===== src/hw/light_prox_defines.vh =====
// constants for the result, threshold and interrupt register block
// assumes a byte-wide register map reached over the two-wire serial bus
`ifndef LIGHT_PROX_DEFINES_VH
`define LIGHT_PROX_DEFINES_VH

// ****************************************
// register offsets
// ****************************************
`define OFS_AMBIENT_RESULT_HIGH   8'h85
`define OFS_AMBIENT_RESULT_LOW    8'h86
`define OFS_PROXIMITY_RESULT_HIGH 8'h87
`define OFS_PROXIMITY_RESULT_LOW  8'h88
`define OFS_INTERRUPT_CONTROL     8'h89
`define OFS_LOW_THRESHOLD_HIGH    8'h8A
`define OFS_LOW_THRESHOLD_LOW     8'h8B
`define OFS_HIGH_THRESHOLD_HIGH   8'h8C
`define OFS_HIGH_THRESHOLD_LOW    8'h8D
`define OFS_INTERRUPT_STATUS      8'h8E

// ****************************************
// interrupt control fields
// ****************************************
`define ICTL_COUNT_MSB            7
`define ICTL_COUNT_LSB            5
`define ICTL_PROX_READY_EN        3
`define ICTL_ALS_READY_EN         2
`define ICTL_THRESHOLD_IRQ_ENABLE 1
`define ICTL_THRESHOLD_SOURCE_SEL 0

// ****************************************
// interrupt status fields
// ****************************************
`define STAT_PROX_READY           3
`define STAT_ALS_READY            2
`define STAT_BELOW_LOW            1
`define STAT_ABOVE_HIGH           0

// ****************************************
// reset values
// ****************************************
`define RST_INTERRUPT_CONTROL     8'h00
`define RST_THRESHOLD             16'h0000
`define RST_RESULT                16'h0000
`define RST_STATUS                4'h0
`define RST_BYTE                  8'h00

// ****************************************
// serial bus
// ****************************************
`define DEVICE_ADDRESS            7'h2A
`define BITS_PER_BYTE             4'h8
`define LAST_BIT                  4'h7

`endif


===== src/hw/light_prox_result_threshold_irq.v =====
// result, threshold and interrupt logic behind a two-wire serial slave
// assumes scl/sda come from pins; results and valids come from logic on clk
`timescale 1ns/1ns
`include "light_prox_defines.vh"

// What this block does
// RULE1 - self-timed mode holds old control setting
// RULE2 - ambient result read-only at 85h/86h
// RULE3 - proximity result read-only at 87h/88h
// RULE4 - count code n needs 2^n measurements
// RULE5 - proximity ready interrupt when enabled
// RULE6 - ambient ready interrupt when enabled
// RULE7 - threshold interrupt outside window when enabled
// RULE8 - select 0 proximity, 1 ambient
// RULE9 - low threshold read/write at 8Ah/8Bh
// RULE10 - high threshold read/write at 8Ch/8Dh
// RULE11 - flags sticky until host writes one
// RULE12 - interrupt pin low while flag set
// RULE13 - four separate status flags
// RULE14 - in-window measurement clears consecutive count
module light_prox_result_threshold_irq #(
  parameter [6:0] device_address = `DEVICE_ADDRESS  // arbitrary value
) (
  input  wire        clk,
  input  wire        srst,
  input  wire        scl_in,
  input  wire        sda_in,
  output reg         sda_out,
  output reg         sda_oe,
  output reg         int_n,
  input  wire [15:0] als_result,
  input  wire        als_valid,
  input  wire [15:0] prox_result,
  input  wire        prox_valid,
  input  wire        self_timed_on
);

  // ****************************************
  // state codes
  // ****************************************
  localparam [2:0] S_IDLE  = 3'h0;
  localparam [2:0] S_ADDR  = 3'h1;
  localparam [2:0] S_REGP  = 3'h2;
  localparam [2:0] S_WDATA = 3'h3;
  localparam [2:0] S_ACK   = 3'h4;
  localparam [2:0] S_RDATA = 3'h5;
  localparam [2:0] S_MACK  = 3'h6;

  // ****************************************
  // declarations
  // ****************************************
  reg  [1:0]  scl_sync;
  reg  [1:0]  sda_sync;
  reg         scl_d;
  reg         sda_d;
  reg  [2:0]  state;
  reg  [2:0]  after_ack;
  reg  [3:0]  bit_cnt;
  reg  [7:0]  shift_in;
  reg  [7:0]  shift_out;
  reg  [7:0]  pointer;
  reg         master_ack;
  reg         wr_en;
  reg  [7:0]  wr_addr;
  reg  [7:0]  wr_data;
  reg  [15:0] als_value;
  reg  [15:0] prox_value;
  reg  [7:0]  ictl_written;
  reg  [7:0]  ictl_active;
  reg  [15:0] low_threshold;
  reg  [15:0] high_threshold;
  reg  [3:0]  status;
  reg  [7:0]  consec_cnt;
  reg  [7:0]  read_byte;
  reg  [3:0]  next_status;
  wire        scl_s      = scl_sync[1];
  wire        sda_s      = sda_sync[1];
  wire        scl_rise   = scl_s & ~scl_d;
  wire        scl_fall   = ~scl_s & scl_d;
  wire        start_cond = scl_s & scl_d & sda_d & ~sda_s;
  wire        stop_cond  = scl_s & scl_d & ~sda_d & sda_s;
  wire [7:0]  byte_in    = shift_in;

  // ****************************************
  // pin synchronisers
  // ****************************************
  always @(posedge clk) begin
    if (srst) begin
      scl_sync <= 2'h3;
      sda_sync <= 2'h3;
      scl_d    <= 1'h1;
      sda_d    <= 1'h1;
    end else begin
      scl_sync <= {scl_sync[0], scl_in};
      sda_sync <= {sda_sync[0], sda_in};
      scl_d    <= scl_s;
      sda_d    <= sda_s;
    end
  end

  // ****************************************
  // register read mux
  // ****************************************
  always @* begin
    case (pointer)
      // RULE2 - ambient result bytes
      `OFS_AMBIENT_RESULT_HIGH:   read_byte = als_value[15:8];
      `OFS_AMBIENT_RESULT_LOW:    read_byte = als_value[7:0];
      // RULE3 - proximity result bytes
      `OFS_PROXIMITY_RESULT_HIGH: read_byte = prox_value[15:8];
      `OFS_PROXIMITY_RESULT_LOW:  read_byte = prox_value[7:0];
      `OFS_INTERRUPT_CONTROL:     read_byte = ictl_written;
      // RULE9 - low threshold readback
      `OFS_LOW_THRESHOLD_HIGH:    read_byte = low_threshold[15:8];
      `OFS_LOW_THRESHOLD_LOW:     read_byte = low_threshold[7:0];
      // RULE10 - high threshold readback
      `OFS_HIGH_THRESHOLD_HIGH:   read_byte = high_threshold[15:8];
      `OFS_HIGH_THRESHOLD_LOW:    read_byte = high_threshold[7:0];
      `OFS_INTERRUPT_STATUS:      read_byte = {4'h0, status};
      default:                    read_byte = `RST_BYTE;
    endcase
  end

  // ****************************************
  // serial slave
  // ****************************************
  always @(posedge clk) begin
    if (srst) begin
      state      <= S_IDLE;
      after_ack  <= S_IDLE;
      bit_cnt    <= 4'h0;
      shift_in   <= `RST_BYTE;
      shift_out  <= `RST_BYTE;
      pointer    <= `RST_BYTE;
      master_ack <= 1'h0;
      sda_out    <= 1'h0;
      sda_oe     <= 1'h0;
      wr_en      <= 1'h0;
      wr_addr    <= `RST_BYTE;
      wr_data    <= `RST_BYTE;
    end else begin
      wr_en <= 1'h0;
      if (start_cond) begin
        state   <= S_ADDR;
        bit_cnt <= 4'h0;
        sda_oe  <= 1'h0;
      end else if (stop_cond) begin
        state  <= S_IDLE;
        sda_oe <= 1'h0;
      end else begin
        case (state)
          S_ADDR, S_REGP, S_WDATA: begin
            if (scl_rise && bit_cnt != `BITS_PER_BYTE) begin
              shift_in <= {shift_in[6:0], sda_s};
              bit_cnt  <= bit_cnt + 4'h1;
            end else if (scl_fall && bit_cnt == `BITS_PER_BYTE) begin
              bit_cnt <= 4'h0;
              if (state == S_ADDR) begin
                if (byte_in[7:1] == device_address) begin
                  sda_oe    <= 1'h1;
                  state     <= S_ACK;
                  after_ack <= byte_in[0] ? S_RDATA : S_REGP;
                end else begin
                  state <= S_IDLE;
                end
              end else begin
                sda_oe    <= 1'h1;
                state     <= S_ACK;
                after_ack <= S_WDATA;
                if (state == S_REGP) begin
                  pointer <= byte_in;
                end else begin
                  wr_en   <= 1'h1;
                  wr_addr <= pointer;
                  wr_data <= byte_in;
                  pointer <= pointer + 8'h01;
                end
              end
            end
          end
          S_ACK: begin
            if (scl_fall) begin
              state  <= after_ack;
              sda_oe <= 1'h0;
              if (after_ack == S_RDATA) begin
                shift_out <= read_byte;
                sda_oe    <= ~read_byte[7];
                pointer   <= pointer + 8'h01;
              end
            end
          end
          S_RDATA: begin
            if (scl_fall) begin
              if (bit_cnt == `LAST_BIT) begin
                bit_cnt <= 4'h0;
                sda_oe  <= 1'h0;
                state   <= S_MACK;
              end else begin
                bit_cnt   <= bit_cnt + 4'h1;
                shift_out <= {shift_out[6:0], 1'h0};
                sda_oe    <= ~shift_out[6];
              end
            end
          end
          S_MACK: begin
            if (scl_rise) begin
              master_ack <= ~sda_s;
            end else if (scl_fall) begin
              if (master_ack) begin
                state     <= S_RDATA;
                shift_out <= read_byte;
                sda_oe    <= ~read_byte[7];
                pointer   <= pointer + 8'h01;
              end else begin
                state <= S_IDLE;
              end
            end
          end
          default: begin
            state  <= S_IDLE;
            sda_oe <= 1'h0;
          end
        endcase
      end
    end
  end

  // ****************************************
  // registers and threshold logic
  // ****************************************
  wire        sel_als     = ictl_active[`ICTL_THRESHOLD_SOURCE_SEL];
  // RULE8 - threshold source routing
  wire        sel_valid   = sel_als ? als_valid : prox_valid;
  wire [15:0] sel_value   = sel_als ? als_result : prox_result;
  // RULE7 - window comparison
  wire        is_above    = sel_value > high_threshold;
  wire        is_below    = sel_value < low_threshold;
  wire [7:0]  consec_next = consec_cnt + 8'h01;
  // RULE4 - two to the power of code
  wire [7:0]  consec_need = 8'h01 << ictl_active[`ICTL_COUNT_MSB:`ICTL_COUNT_LSB];
  wire        count_hit   = consec_next == consec_need;
  always @* begin
    // RULE11 - write one clears
    next_status = status & ~({4{wr_en && wr_addr == `OFS_INTERRUPT_STATUS}} & wr_data[3:0]);
    // RULE5 - proximity ready flag
    next_status[`STAT_PROX_READY] = next_status[`STAT_PROX_READY] |
                                    (prox_valid & ictl_active[`ICTL_PROX_READY_EN]);
    // RULE6 - ambient ready flag
    next_status[`STAT_ALS_READY] = next_status[`STAT_ALS_READY] |
                                   (als_valid & ictl_active[`ICTL_ALS_READY_EN]);
    // RULE13 - separate threshold flags
    if (sel_valid && count_hit && ictl_active[`ICTL_THRESHOLD_IRQ_ENABLE]) begin
      next_status[`STAT_ABOVE_HIGH] = next_status[`STAT_ABOVE_HIGH] | is_above;
      next_status[`STAT_BELOW_LOW]  = next_status[`STAT_BELOW_LOW] | is_below;
    end
  end

  always @(posedge clk) begin
    if (srst) begin
      als_value      <= `RST_RESULT;
      prox_value     <= `RST_RESULT;
      ictl_written   <= `RST_INTERRUPT_CONTROL;
      ictl_active    <= `RST_INTERRUPT_CONTROL;
      low_threshold  <= `RST_THRESHOLD;
      high_threshold <= `RST_THRESHOLD;
      status         <= `RST_STATUS;
      consec_cnt     <= 8'h00;
      int_n          <= 1'h1;
    end else begin
      als_value  <= als_valid ? als_result : als_value;
      prox_value <= prox_valid ? prox_result : prox_value;
      if (wr_en) begin
        case (wr_addr)
          `OFS_INTERRUPT_CONTROL:   ictl_written          <= wr_data;
          `OFS_LOW_THRESHOLD_HIGH:  low_threshold[15:8]   <= wr_data;
          `OFS_LOW_THRESHOLD_LOW:   low_threshold[7:0]    <= wr_data;
          `OFS_HIGH_THRESHOLD_HIGH: high_threshold[15:8]  <= wr_data;
          `OFS_HIGH_THRESHOLD_LOW:  high_threshold[7:0]   <= wr_data;
          default:                  ;
        endcase
      end
      // RULE1 - take over only when stopped
      if (!self_timed_on) begin
        ictl_active <= ictl_written;
      end
      // RULE14 - in window clears count
      if (sel_valid) begin
        consec_cnt <= (!(is_above || is_below) || count_hit) ? 8'h00 : consec_next;
      end
      status <= next_status;
      // RULE12 - pin low while flagged
      int_n  <= ~(|next_status);
    end
  end
endmodule


===== config.mk =====
export PLATFORM = sky130hd
export DESIGN_NAME = light_prox_result_threshold_irq
export DESIGN_NICKNAME = d
export VERILOG_FILES = /design/src/hw/light_prox_result_threshold_irq.v
export VERILOG_INCLUDE_DIRS = /design/src /design/src/hw
export SDC_FILE = /design/constraint.sdc
export NUM_CORES = 1
export LEC_CHECK = 0
export BUFFER_PORTS_ARGS = -buffer_cell sky130_fd_sc_hd__buf_2
export CAP_MARGIN = 20
export CORE_MARGIN = 2
export CORE_UTILIZATION = 64
export CTS_BUF_LIST = sky130_fd_sc_hd__clkbuf_2
export CTS_CLUSTER_SIZE = 30
export DETAILED_ROUTE_END_ITERATION = 8
export HOLD_SLACK_MARGIN = 0.06
export PLACE_DENSITY_LB_ADDON = 0.2
export SLEW_MARGIN = 25
export SYNTH_ARGS = -nofsm -noshare
export SYNTH_HDL_FRONTEND = slang
export SYNTH_SLANG_ARGS = --single-unit

===== constraint.sdc =====
create_clock -name clk -period 3.2 [get_ports clk]
set_input_delay 0.64 -clock clk [delete_from_list [all_inputs] [get_ports clk]]
set_output_delay 0.64 -clock clk [all_outputs]
set_load 0.05 [all_outputs]

==> reports/metrics.cfg, run 1 <==
[sta]
finClkSkew_ns = 0.02983
rsz0062_at_grt = false
final_hold_viol_count = 0
setup_viol = 0
slew_violations = 0
max_slew_margin = 0.4891
period_needed_ns = 2.947
fmax_mhz = 339.4
fin_tns_setup_ns = 0
worst_pin_slew_ns = 0.7631
layout_setup_ws_ns = 0.2532
period_share = 0.9209
hold-worst-slack_ns = 0.1698

[power_and_ir_drop]
irDropWorstVdd_mv = 0.3479
leakage_nw = 3.309
pwr_density_cell_nw_per_um2 = 396.7

[grt]
antenna_found_initial = 1
grt_pass1_vias = 6668
overflow = 0
grt_max_degree = 73
grt.total_usage = 0.3284
grt_first_pass_wirelength_mm = 33.97

[synthesis]
synth_nets = 959
async_flop_share = 0
synth_area_um2 = 8050
synth_edf_count = 0
synth_area_leader_cell = dfxtp_1
yosysUniqueCellTypes = 79
synth_seq_area_share = 0.3730
synth_top_area_share = 0.3730
syn_area_per_cell_um2 = 9.127
synth_flop_cell = dfxtp_1
netlist_instances = 882
synth_area_leaders = dfxtp_1 37%, mux2i_1 14%, nor2_1 6.8%
synth_commonest_cells = 150 x dfxtp_1, 146 x nor2_1, 115 x mux2i_1
synth_seq_cells = 150
yosys_warnings = 0
yosys.cell_count.top_type = dfxtp_1

[final_layout]
post-route-cell-area_um2 = 8705
area_delta_synth_final_pct = 8.129
drive_gt1_frac = 0.1541
n_fill_cell = 935
nets = 992
final_util = 0.7157

[cts]
clk_pin_slew_ns = 0.21
cts_max_path_buffers = 2
cts_sinks = 150
root_buffer = clkbuf_2
insertion_delay_ns = 0.72
tritoncts = done
numCtsBuffers = 17
htreeDepth = 4
post_cts_buffers = 0

[routing]
vias = 6854
drt_iter0_drc = 590
drtAntennaViolNets = 0
wl_met2_mm = 10.07
top_layer = met4
avgViaCountPerCell = 6.248
wl_per_cell_um = 19.33
drc = 0
wl_met1_mm = 9.243
totalWireLength_mm = 21.20
wl_met3_mm = 1.434
drtPass1Iterations = 5

[setup_path]
reg2regPathDepth = 10
crit_fanout = 18
worstPathCellList = buf_12 -> mux2_2 -> ha_1 -> nand4_1 -> nor4_1 -> inv_1 -> o221a_2 -> a2bb2oi_2 -> or4b_1 -> a21oi_1
criticalPathCategory = reg2reg
crit_required_ns = 3.84
arrival_ns = 3.59
crit_slowest_cell = or4b_1
critPathMaxStageDelay_ns = 0.48
cp-end-kind = flop
cp-start-kind = flop

[placed_design]
portBuffers = 40
dpl.hpwl_mm = 15.29
placed_cell_area_um2 = 8378
place_congestion = 0.9467
dp_slack_ns = -0.06026

[floorplan]
rows = 40
io_pins = 42
die_w_um = 116.2
core_um2 = 12160
initial_core_util = 0.6619
die_h_um = 116.2
die-area_um2 = 13490

[flow_run]
drv_cap = 0

[hold_path]
hold_class = in2reg
whs_path_depth = 3

[run_status]
status = complete, no violations

-- state kept, by name (all words and copies together), names as in the netlist, 4 cells and up --
name / flops
consec_cnt: 8
wr_data: 8
low_threshold: 16
pointer: 8
prox_value: 16
byte_in: 8
ictl_written: 8
shift_out: 7
als_value: 16
ictl_active: 7
status: 4
bit_cnt: 4
wr_addr: 8
high_threshold: 16
-- layout make-up --
class,count,area [um^2],area share
Sequential cell,150,3003,0.3450
Timing Repair Buffer,65,407.9,0.04686
Tap cell,168,210.2,0.02415
Multi-Input combinational cell,631,4596,0.5280
Inverter,50,187.7,0.02156
Clock inverter,14,207.7,0.02386
Antenna cell,1,2.502,0.0002875
Clock buffer,18,90.09,0.01035
-- repair_timing --
action,in CTS,in global routing
setup endpoints to repair,0,8
endpoints found under the hold margin,1,1
gates resized for setup,0,1
hold buffers,1,1
-- metal layers --
layer	GRT usage	up-vias
met3	0.07940	47
met4	0.1024	0
met5	0	-
met2	0.5431	260
li1	-	3225
met1	0.4276	3322
-- metrics by stage --
stage                     std cells  total power [mW]
after global placement         1062             2.209
after detailed placement       1062             2.218
final                          1097             3.453
after CTS                      1095             3.466
after global routing           1096             3.576
after floorplan                 882             2.135
-- cells in the final DEF (no fill, tap or decap), types with 8 or more instances in the layout --
| cell type | count |
|---|---|
| clkbuf_2 | 18 |
| a21oi_1 | 35 |
| nor2_1 | 146 |
| and3_1 | 8 |
| ha_1 | 38 |
| a22o_1 | 14 |
| mux2i_1 | 115 |
| a31oi_1 | 9 |
| nor3_1 | 8 |
| dfxtp_1 | 150 |
| buf_2 | 39 |
| nand3_1 | 18 |
| nand2_1 | 31 |
| mux2_2 | 16 |
| buf_4 | 23 |
| a22oi_1 | 22 |
| o21ai_0 | 19 |
| inv_1 | 50 |
| a221oi_1 | 13 |
-- final timing paths --
path                                    start                          to  slack (ns)
setup / recovery  ictl_active[0]$_SDFFE_PP0N_  consec_cnt[1]$_SDFFE_PP0P_        0.25
hold / removal                  als_result[5]   als_value[5]$_SDFFE_PP0P_        0.17
setup reg to reg  ictl_active[0]$_SDFFE_PP0N_  consec_cnt[1]$_SDFFE_PP0P_        0.25
hold reg to reg        scl_sync[0]$_SDFF_PP1_      scl_sync[1]$_SDFF_PP1_        0.43
-- worst max-delay path: cells and delay by family, from the launching register on --
family          cells  cell delay [ns]
flops               1             0.40
simple gates        3             0.85
mux                 1             0.38
fa+ha+maj           1             0.32
buf+inv             2             0.27
compound gates      3             0.66
-- power breakdown --
part	total, mW	internal, mW	leakage, nW	switching (mW)
Sequential	1.93	1.90	1.22	0.0267
Combinational	0.258	0.106	1.93	0.152
Clock	1.26	0.589	0.167	0.676
-- cells by family (layout without fill, tap and decap cells) --
logic type | after synthesis | after routing | share of synthesized area
xor gates and xnor gates | 7 | 7 | 0.007616
muxes | 131 | 131 | 0.1654
AOI/OAI and AO/OA | 162 | 162 | 0.1449
adders and majority gates | 38 | 38 | 0.05906
and+or+nand+nor | 292 | 292 | 0.1907
DFF | 150 | 150 | 0.3730
buffers and inverters | 101 | 147 | 0.05890
other | 1 | 2 | 0.0004658
Note: power is estimated with default switching activity, not from simulation.
==> run 2: changes to the inputs <==
Settings changed: BUFFER_PORTS_ARGS -buffer_cell sky130_fd_sc_hd__buf_2 to -buffer_cell sky130_fd_sc_hd__clkbuf_2.
==> run 2 against run 1 <==
Compared with the run above:
- worst setup slack got worse by 0.064 ns
- die area did not move
- final cell count barely moved
- combinational power barely moved
- wire length fell by 0.41%
- critical path type unchanged
- largest power group unchanged
==> reports/metrics.cfg, run 2 (synthesis results as in run 1) <==
[grt]
grt_max_degree = 98
antenna_found_initial = 0
overflow = 0
grt.total_usage = 0.3231
grt_first_pass_wirelength_mm = 33.45
grt_pass1_vias = 6512

[cts]
root_buffer = clkbuf_2
numCtsBuffers = 17
clk_pin_slew_ns = 0.23
tritoncts = done
insertion_delay_ns = 0.77
htreeDepth = 4
post_cts_buffers = 0
cts_sinks = 150
cts_max_path_buffers = 2

[sta]
slew_violations = 0
finClkSkew_ns = 0.02398
max_slew_margin = 0.4909
period_share = 0.9409
setup_viol = 0
period_needed_ns = 3.011
worst_pin_slew_ns = 0.7614
fmax_mhz = 332.1
hold-worst-slack_ns = 0.1230
fin_tns_setup_ns = 0
final_hold_viol_count = 0
rsz0062_at_grt = false
layout_setup_ws_ns = 0.1893

[hold_path]
whs_path_depth = 3
hold_class = in2reg
min_from = als_result[10]
hold_end = als_value[10]$_SDFFE_PP0P_

[power_and_ir_drop]
leakage_nw = 3.287
irDropWorstVdd_mv = 0.3030
pwr_density_cell_nw_per_um2 = 372.5

[routing]
vias = 6814
drtAntennaViolNets = 0
drt_iter0_drc = 727
wl_met2_mm = 9.704
drc = 0
avgViaCountPerCell = 6.217
drtPass1Iterations = 8
top_layer = met4
totalWireLength_mm = 21.12
wl_per_cell_um = 19.27
wl_met1_mm = 9.274
wl_met3_mm = 1.560

[flow_run]
drv_cap = 0

[placed_design]
place_congestion = 0.9584
dp.cells = 1062
portBuffers = 40
dp_slack_ns = 0.1141
dpl.hpwl_mm = 15.49

[floorplan]
initial_core_util = 0.6619
rows = 40
core_um2 = 12160
die_h_um = 116.2
die-area_um2 = 13490
io_pins = 42
die_w_um = 116.2

[setup_path]
reg2reg_to = consec_cnt[1]$_SDFFE_PP0P_
crit_required_ns = 3.91
criticalPathCategory = reg2reg
cp-start-kind = flop
arrival_ns = 3.72
crit_fanout = 18
reg2regPathDepth = 11
regToRegStartpoint = ictl_active[0]$_SDFFE_PP0N_
cp-end-kind = flop
reg2reg_setup_slack_ns = 0.19

[final_layout]
final_cell_mix = 150 x dfxtp_1, 146 x nor2_1, 115 x mux2i_1
antennaDiodeCount = 0
final_common_cell = dfxtp_1
drive_gt1_frac = 0.1563
n_fill_cell = 973
final_util = 0.7099
area_delta_synth_final_pct = 7.243
nets = 992
fin_cells = 1096

[run_status]
status = complete, no violations

==> run 2: cell count changes in the layout (fill, tap and decap cells not counted), moves of 2 or more <==
cell	before	now
buf_2	39	0
bufinv_16	5	0
clkbuf_2	18	56
clkinv_1	3	0
inv_6	0	5
inv_8	0	2
==> run 2: where the power goes <==
group	internal (mW)	leakage (nW)	switching [mW]	total, mW
combinational	0.107	1.94	0.152	0.259
sequential	1.91	1.22	0.0277	1.93
clock	0.237	0.133	0.785	1.02
total	2.25	3.29	0.965	3.22
==> run 2: cell type report <==
cell class                      count  area (um^2)  area share
Sequential cell                   150         3003      0.3478
Tap cell                          168        210.2     0.02435
Timing Repair Buffer               65        420.4     0.04870
Clock inverter                     15        137.6     0.01594
Multi-Input combinational cell    631         4589      0.5316
Clock buffer                       17        85.08    0.009855
Inverter                           50        187.7     0.02174
==> run 2: repair_timing <==
action,in CTS,in global routing
resized for setup,0,0
hold buffers,2,0
endpoints found under the hold margin,2,0
==> run 2: per-stage QoR <==
| step | area [um^2] | power [mW] |
|---|---|---|
| final | 8633 | 3.216 |
| after global routing | 8633 | 3.329 |
| after CTS | 8633 | 3.226 |
| after detailed placement | 8391 | 2.221 |
| after global placement | 8391 | 2.211 |
| after floorplan | 8050 | 2.135 |
==> run 2: worst max-delay path, cell delays in order, from the launching register on <==
cell and delay (ns):
dfxtp_1 0.40, buf_12 0.18, mux2_2 0.38, ha_1 0.32, nand4_1 0.13, nor4_1 0.25
inv_1 0.09, o221a_2 0.28, a2bb2oi_1 0.14, buf_4 0.17, or4b_1 0.46, a21oi_1 0.16
==> run 2: per-layer routing <==
layer / GRT usage / up-vias
met5: 0 / -
li1: - / 3226
met1: 0.4310 / 3260
met4: 0.1238 / 0
met3: 0.07109 / 44
met2: 0.5162 / 284
==> run 2: worst max path at each step <==
stage	slack [ns]	startpoint	end
floorplan	0.22	ictl_active[0]$_SDFFE_PP0N_	consec_cnt[5]$_SDFFE_PP0P_
global placement	0.17	als_result[10]	consec_cnt[1]$_SDFFE_PP0P_
detailed placement	0.11	als_result[10]	consec_cnt[1]$_SDFFE_PP0P_
CTS	0.19	ictl_active[0]$_SDFFE_PP0N_	consec_cnt[1]$_SDFFE_PP0P_
global route	0.03	ictl_active[0]$_SDFFE_PP0N_	consec_cnt[1]$_SDFFE_PP0P_
finish	0.19	ictl_active[0]$_SDFFE_PP0N_	consec_cnt[1]$_SDFFE_PP0P_
==> run 3: changes to the inputs <==
==> constraint.sdc (replaced) <==
create_clock -name clk -period 3.2 [get_ports clk]
set_input_delay 0.48 -clock clk [delete_from_list [all_inputs] [get_ports clk]]
set_output_delay 0.48 -clock clk [all_outputs]
set_load 0.05 [all_outputs]
==> run 3 against run 2 <==
Compared with the run above:
- total power shrank 3.5%
- wire length grew 0.44%
- combinational power grew 12%
- highest routed layer unchanged
==> reports/metrics.cfg, run 3 (synthesis results as in run 1) <==
[run_status]
status = complete, no violations

[final_layout]
antennaDiodeCount = 0
final_common_cell = dfxtp_1
final_util = 0.7310
drive_gt1_frac = 0.1470
post-route-cell-area_um2 = 8890
nets = 1023
area_delta_synth_final_pct = 10.43
final_cell_mix = 150 x dfxtp_1, 146 x nor2_1, 115 x mux2i_1
fin_cells = 1127

[sta]
setup_viol = 0
worst_pin_slew_ns = 0.7376
period_needed_ns = 2.961
hold-worst-slack_ns = 0.1566
rsz0062_at_grt = false
slew_violations = 0
layout_setup_ws_ns = 0.2390
finClkSkew_ns = 0.03057
final_hold_viol_count = 0
fmax_mhz = 337.7
fin_tns_setup_ns = 0
max_slew_margin = 0.5049
period_share = 0.9253

[cts]
tritoncts = done
numCtsBuffers = 17
cts_sinks = 150
cts_max_path_buffers = 2
clk_pin_slew_ns = 0.21
post_cts_buffers = 0
root_buffer = clkbuf_2
insertion_delay_ns = 0.76
htreeDepth = 4

[grt]
antenna_found_initial = 0
grt_max_degree = 98
grt_first_pass_wirelength_mm = 33.67
grt_pass1_vias = 6526
grt.total_usage = 0.3271
overflow = 0

[routing]
avgViaCountPerCell = 6.132
drt_iter0_drc = 695
drtAntennaViolNets = 0
wl_per_cell_um = 18.82
drtPass1Iterations = 6
totalWireLength_mm = 21.21
drc = 0
vias = 6911

[setup_path]
crit_slowest_cell = a2bb2oi_2
crit_required_ns = 3.89
path_delay_family = compound AO/OA/AOI/OAI gates
critPathMaxStageDelay_ns = 0.39
criticalPathCategory = reg2reg
cp-end-kind = flop
arrival_ns = 3.65
cp-start-kind = flop
worstPathCellList = buf_4 -> mux2_2 -> ha_1 -> a21oi_1 -> o21ai_0 -> a221oi_1 -> o221a_2 -> a2bb2oi_2 -> nor4_1 -> o31a_1
crit_buf_inv = 1
crit_fanout = 10

[power_and_ir_drop]
irDropWorstVdd_mv = 0.2929
p_total_mw = 3.103
pwr_density_cell_nw_per_um2 = 349.0
leakage_nw = 3.400

[floorplan]
core_um2 = 12160
rows = 40
initial_core_util = 0.6619
die-area_um2 = 13490
io_pins = 42
die_h_um = 116.2
die_w_um = 116.2

[hold_path]
hold_class = in2reg

[placed_design]
dp.cells = 1061
placed_cell_area_um2 = 8371
place_congestion = 1.037
dpl.hpwl_mm = 15.10
portBuffers = 40
dp_slack_ns = -0.01838

[flow_run]
drv_cap = 0

## run 3: where the power goes
group	internal (mW)	switching, mW	total [mW]
logic	0.130	0.160	0.290
clock network	0.191	0.690	0.881
registers	1.90	0.0275	1.93
total	2.23	0.877	3.10
## run 3: area by class of cell
class                      instances  area (um^2)
multi-input combinational        631         4596
fill                             935         3272
sequential                       150         3003
timing repair buffer              96        720.7
tap                              168        210.2
inverter                          50        187.7
clock inverter                    15        87.58
clock buffer                      17        85.08
## run 3: layer usage
layer | track usage | share of wire
met5 | 0 | 0
met4 | 0.09286 | 0.024
met3 | 0.08614 | 0.074
met2 | 0.5528 | 0.47
met1 | 0.4148 | 0.43
## run 3: path summary, 6_finish.rpt
path,startpoint,endpoint,slack [ns],depth (start not counted)
max reg2reg,ictl_active[0]$_SDFFE_PP0N_,consec_cnt[5]$_SDFFE_PP0P_,0.24,10
min reg2reg,sda_sync[0]$_SDFF_PP1_,sda_sync[1]$_SDFF_PP1_,0.44,1
max,ictl_active[0]$_SDFFE_PP0N_,consec_cnt[5]$_SDFFE_PP0P_,0.24,10
min,srst,master_ack$_SDFFE_PP0P_,0.16,2
## run 3: timing repair
action	4_1_cts	5_1_grt
gates resized for setup	1	0
endpoints found under the hold margin	34	0
hold buffers	34	0
setup endpoints to repair	1	0
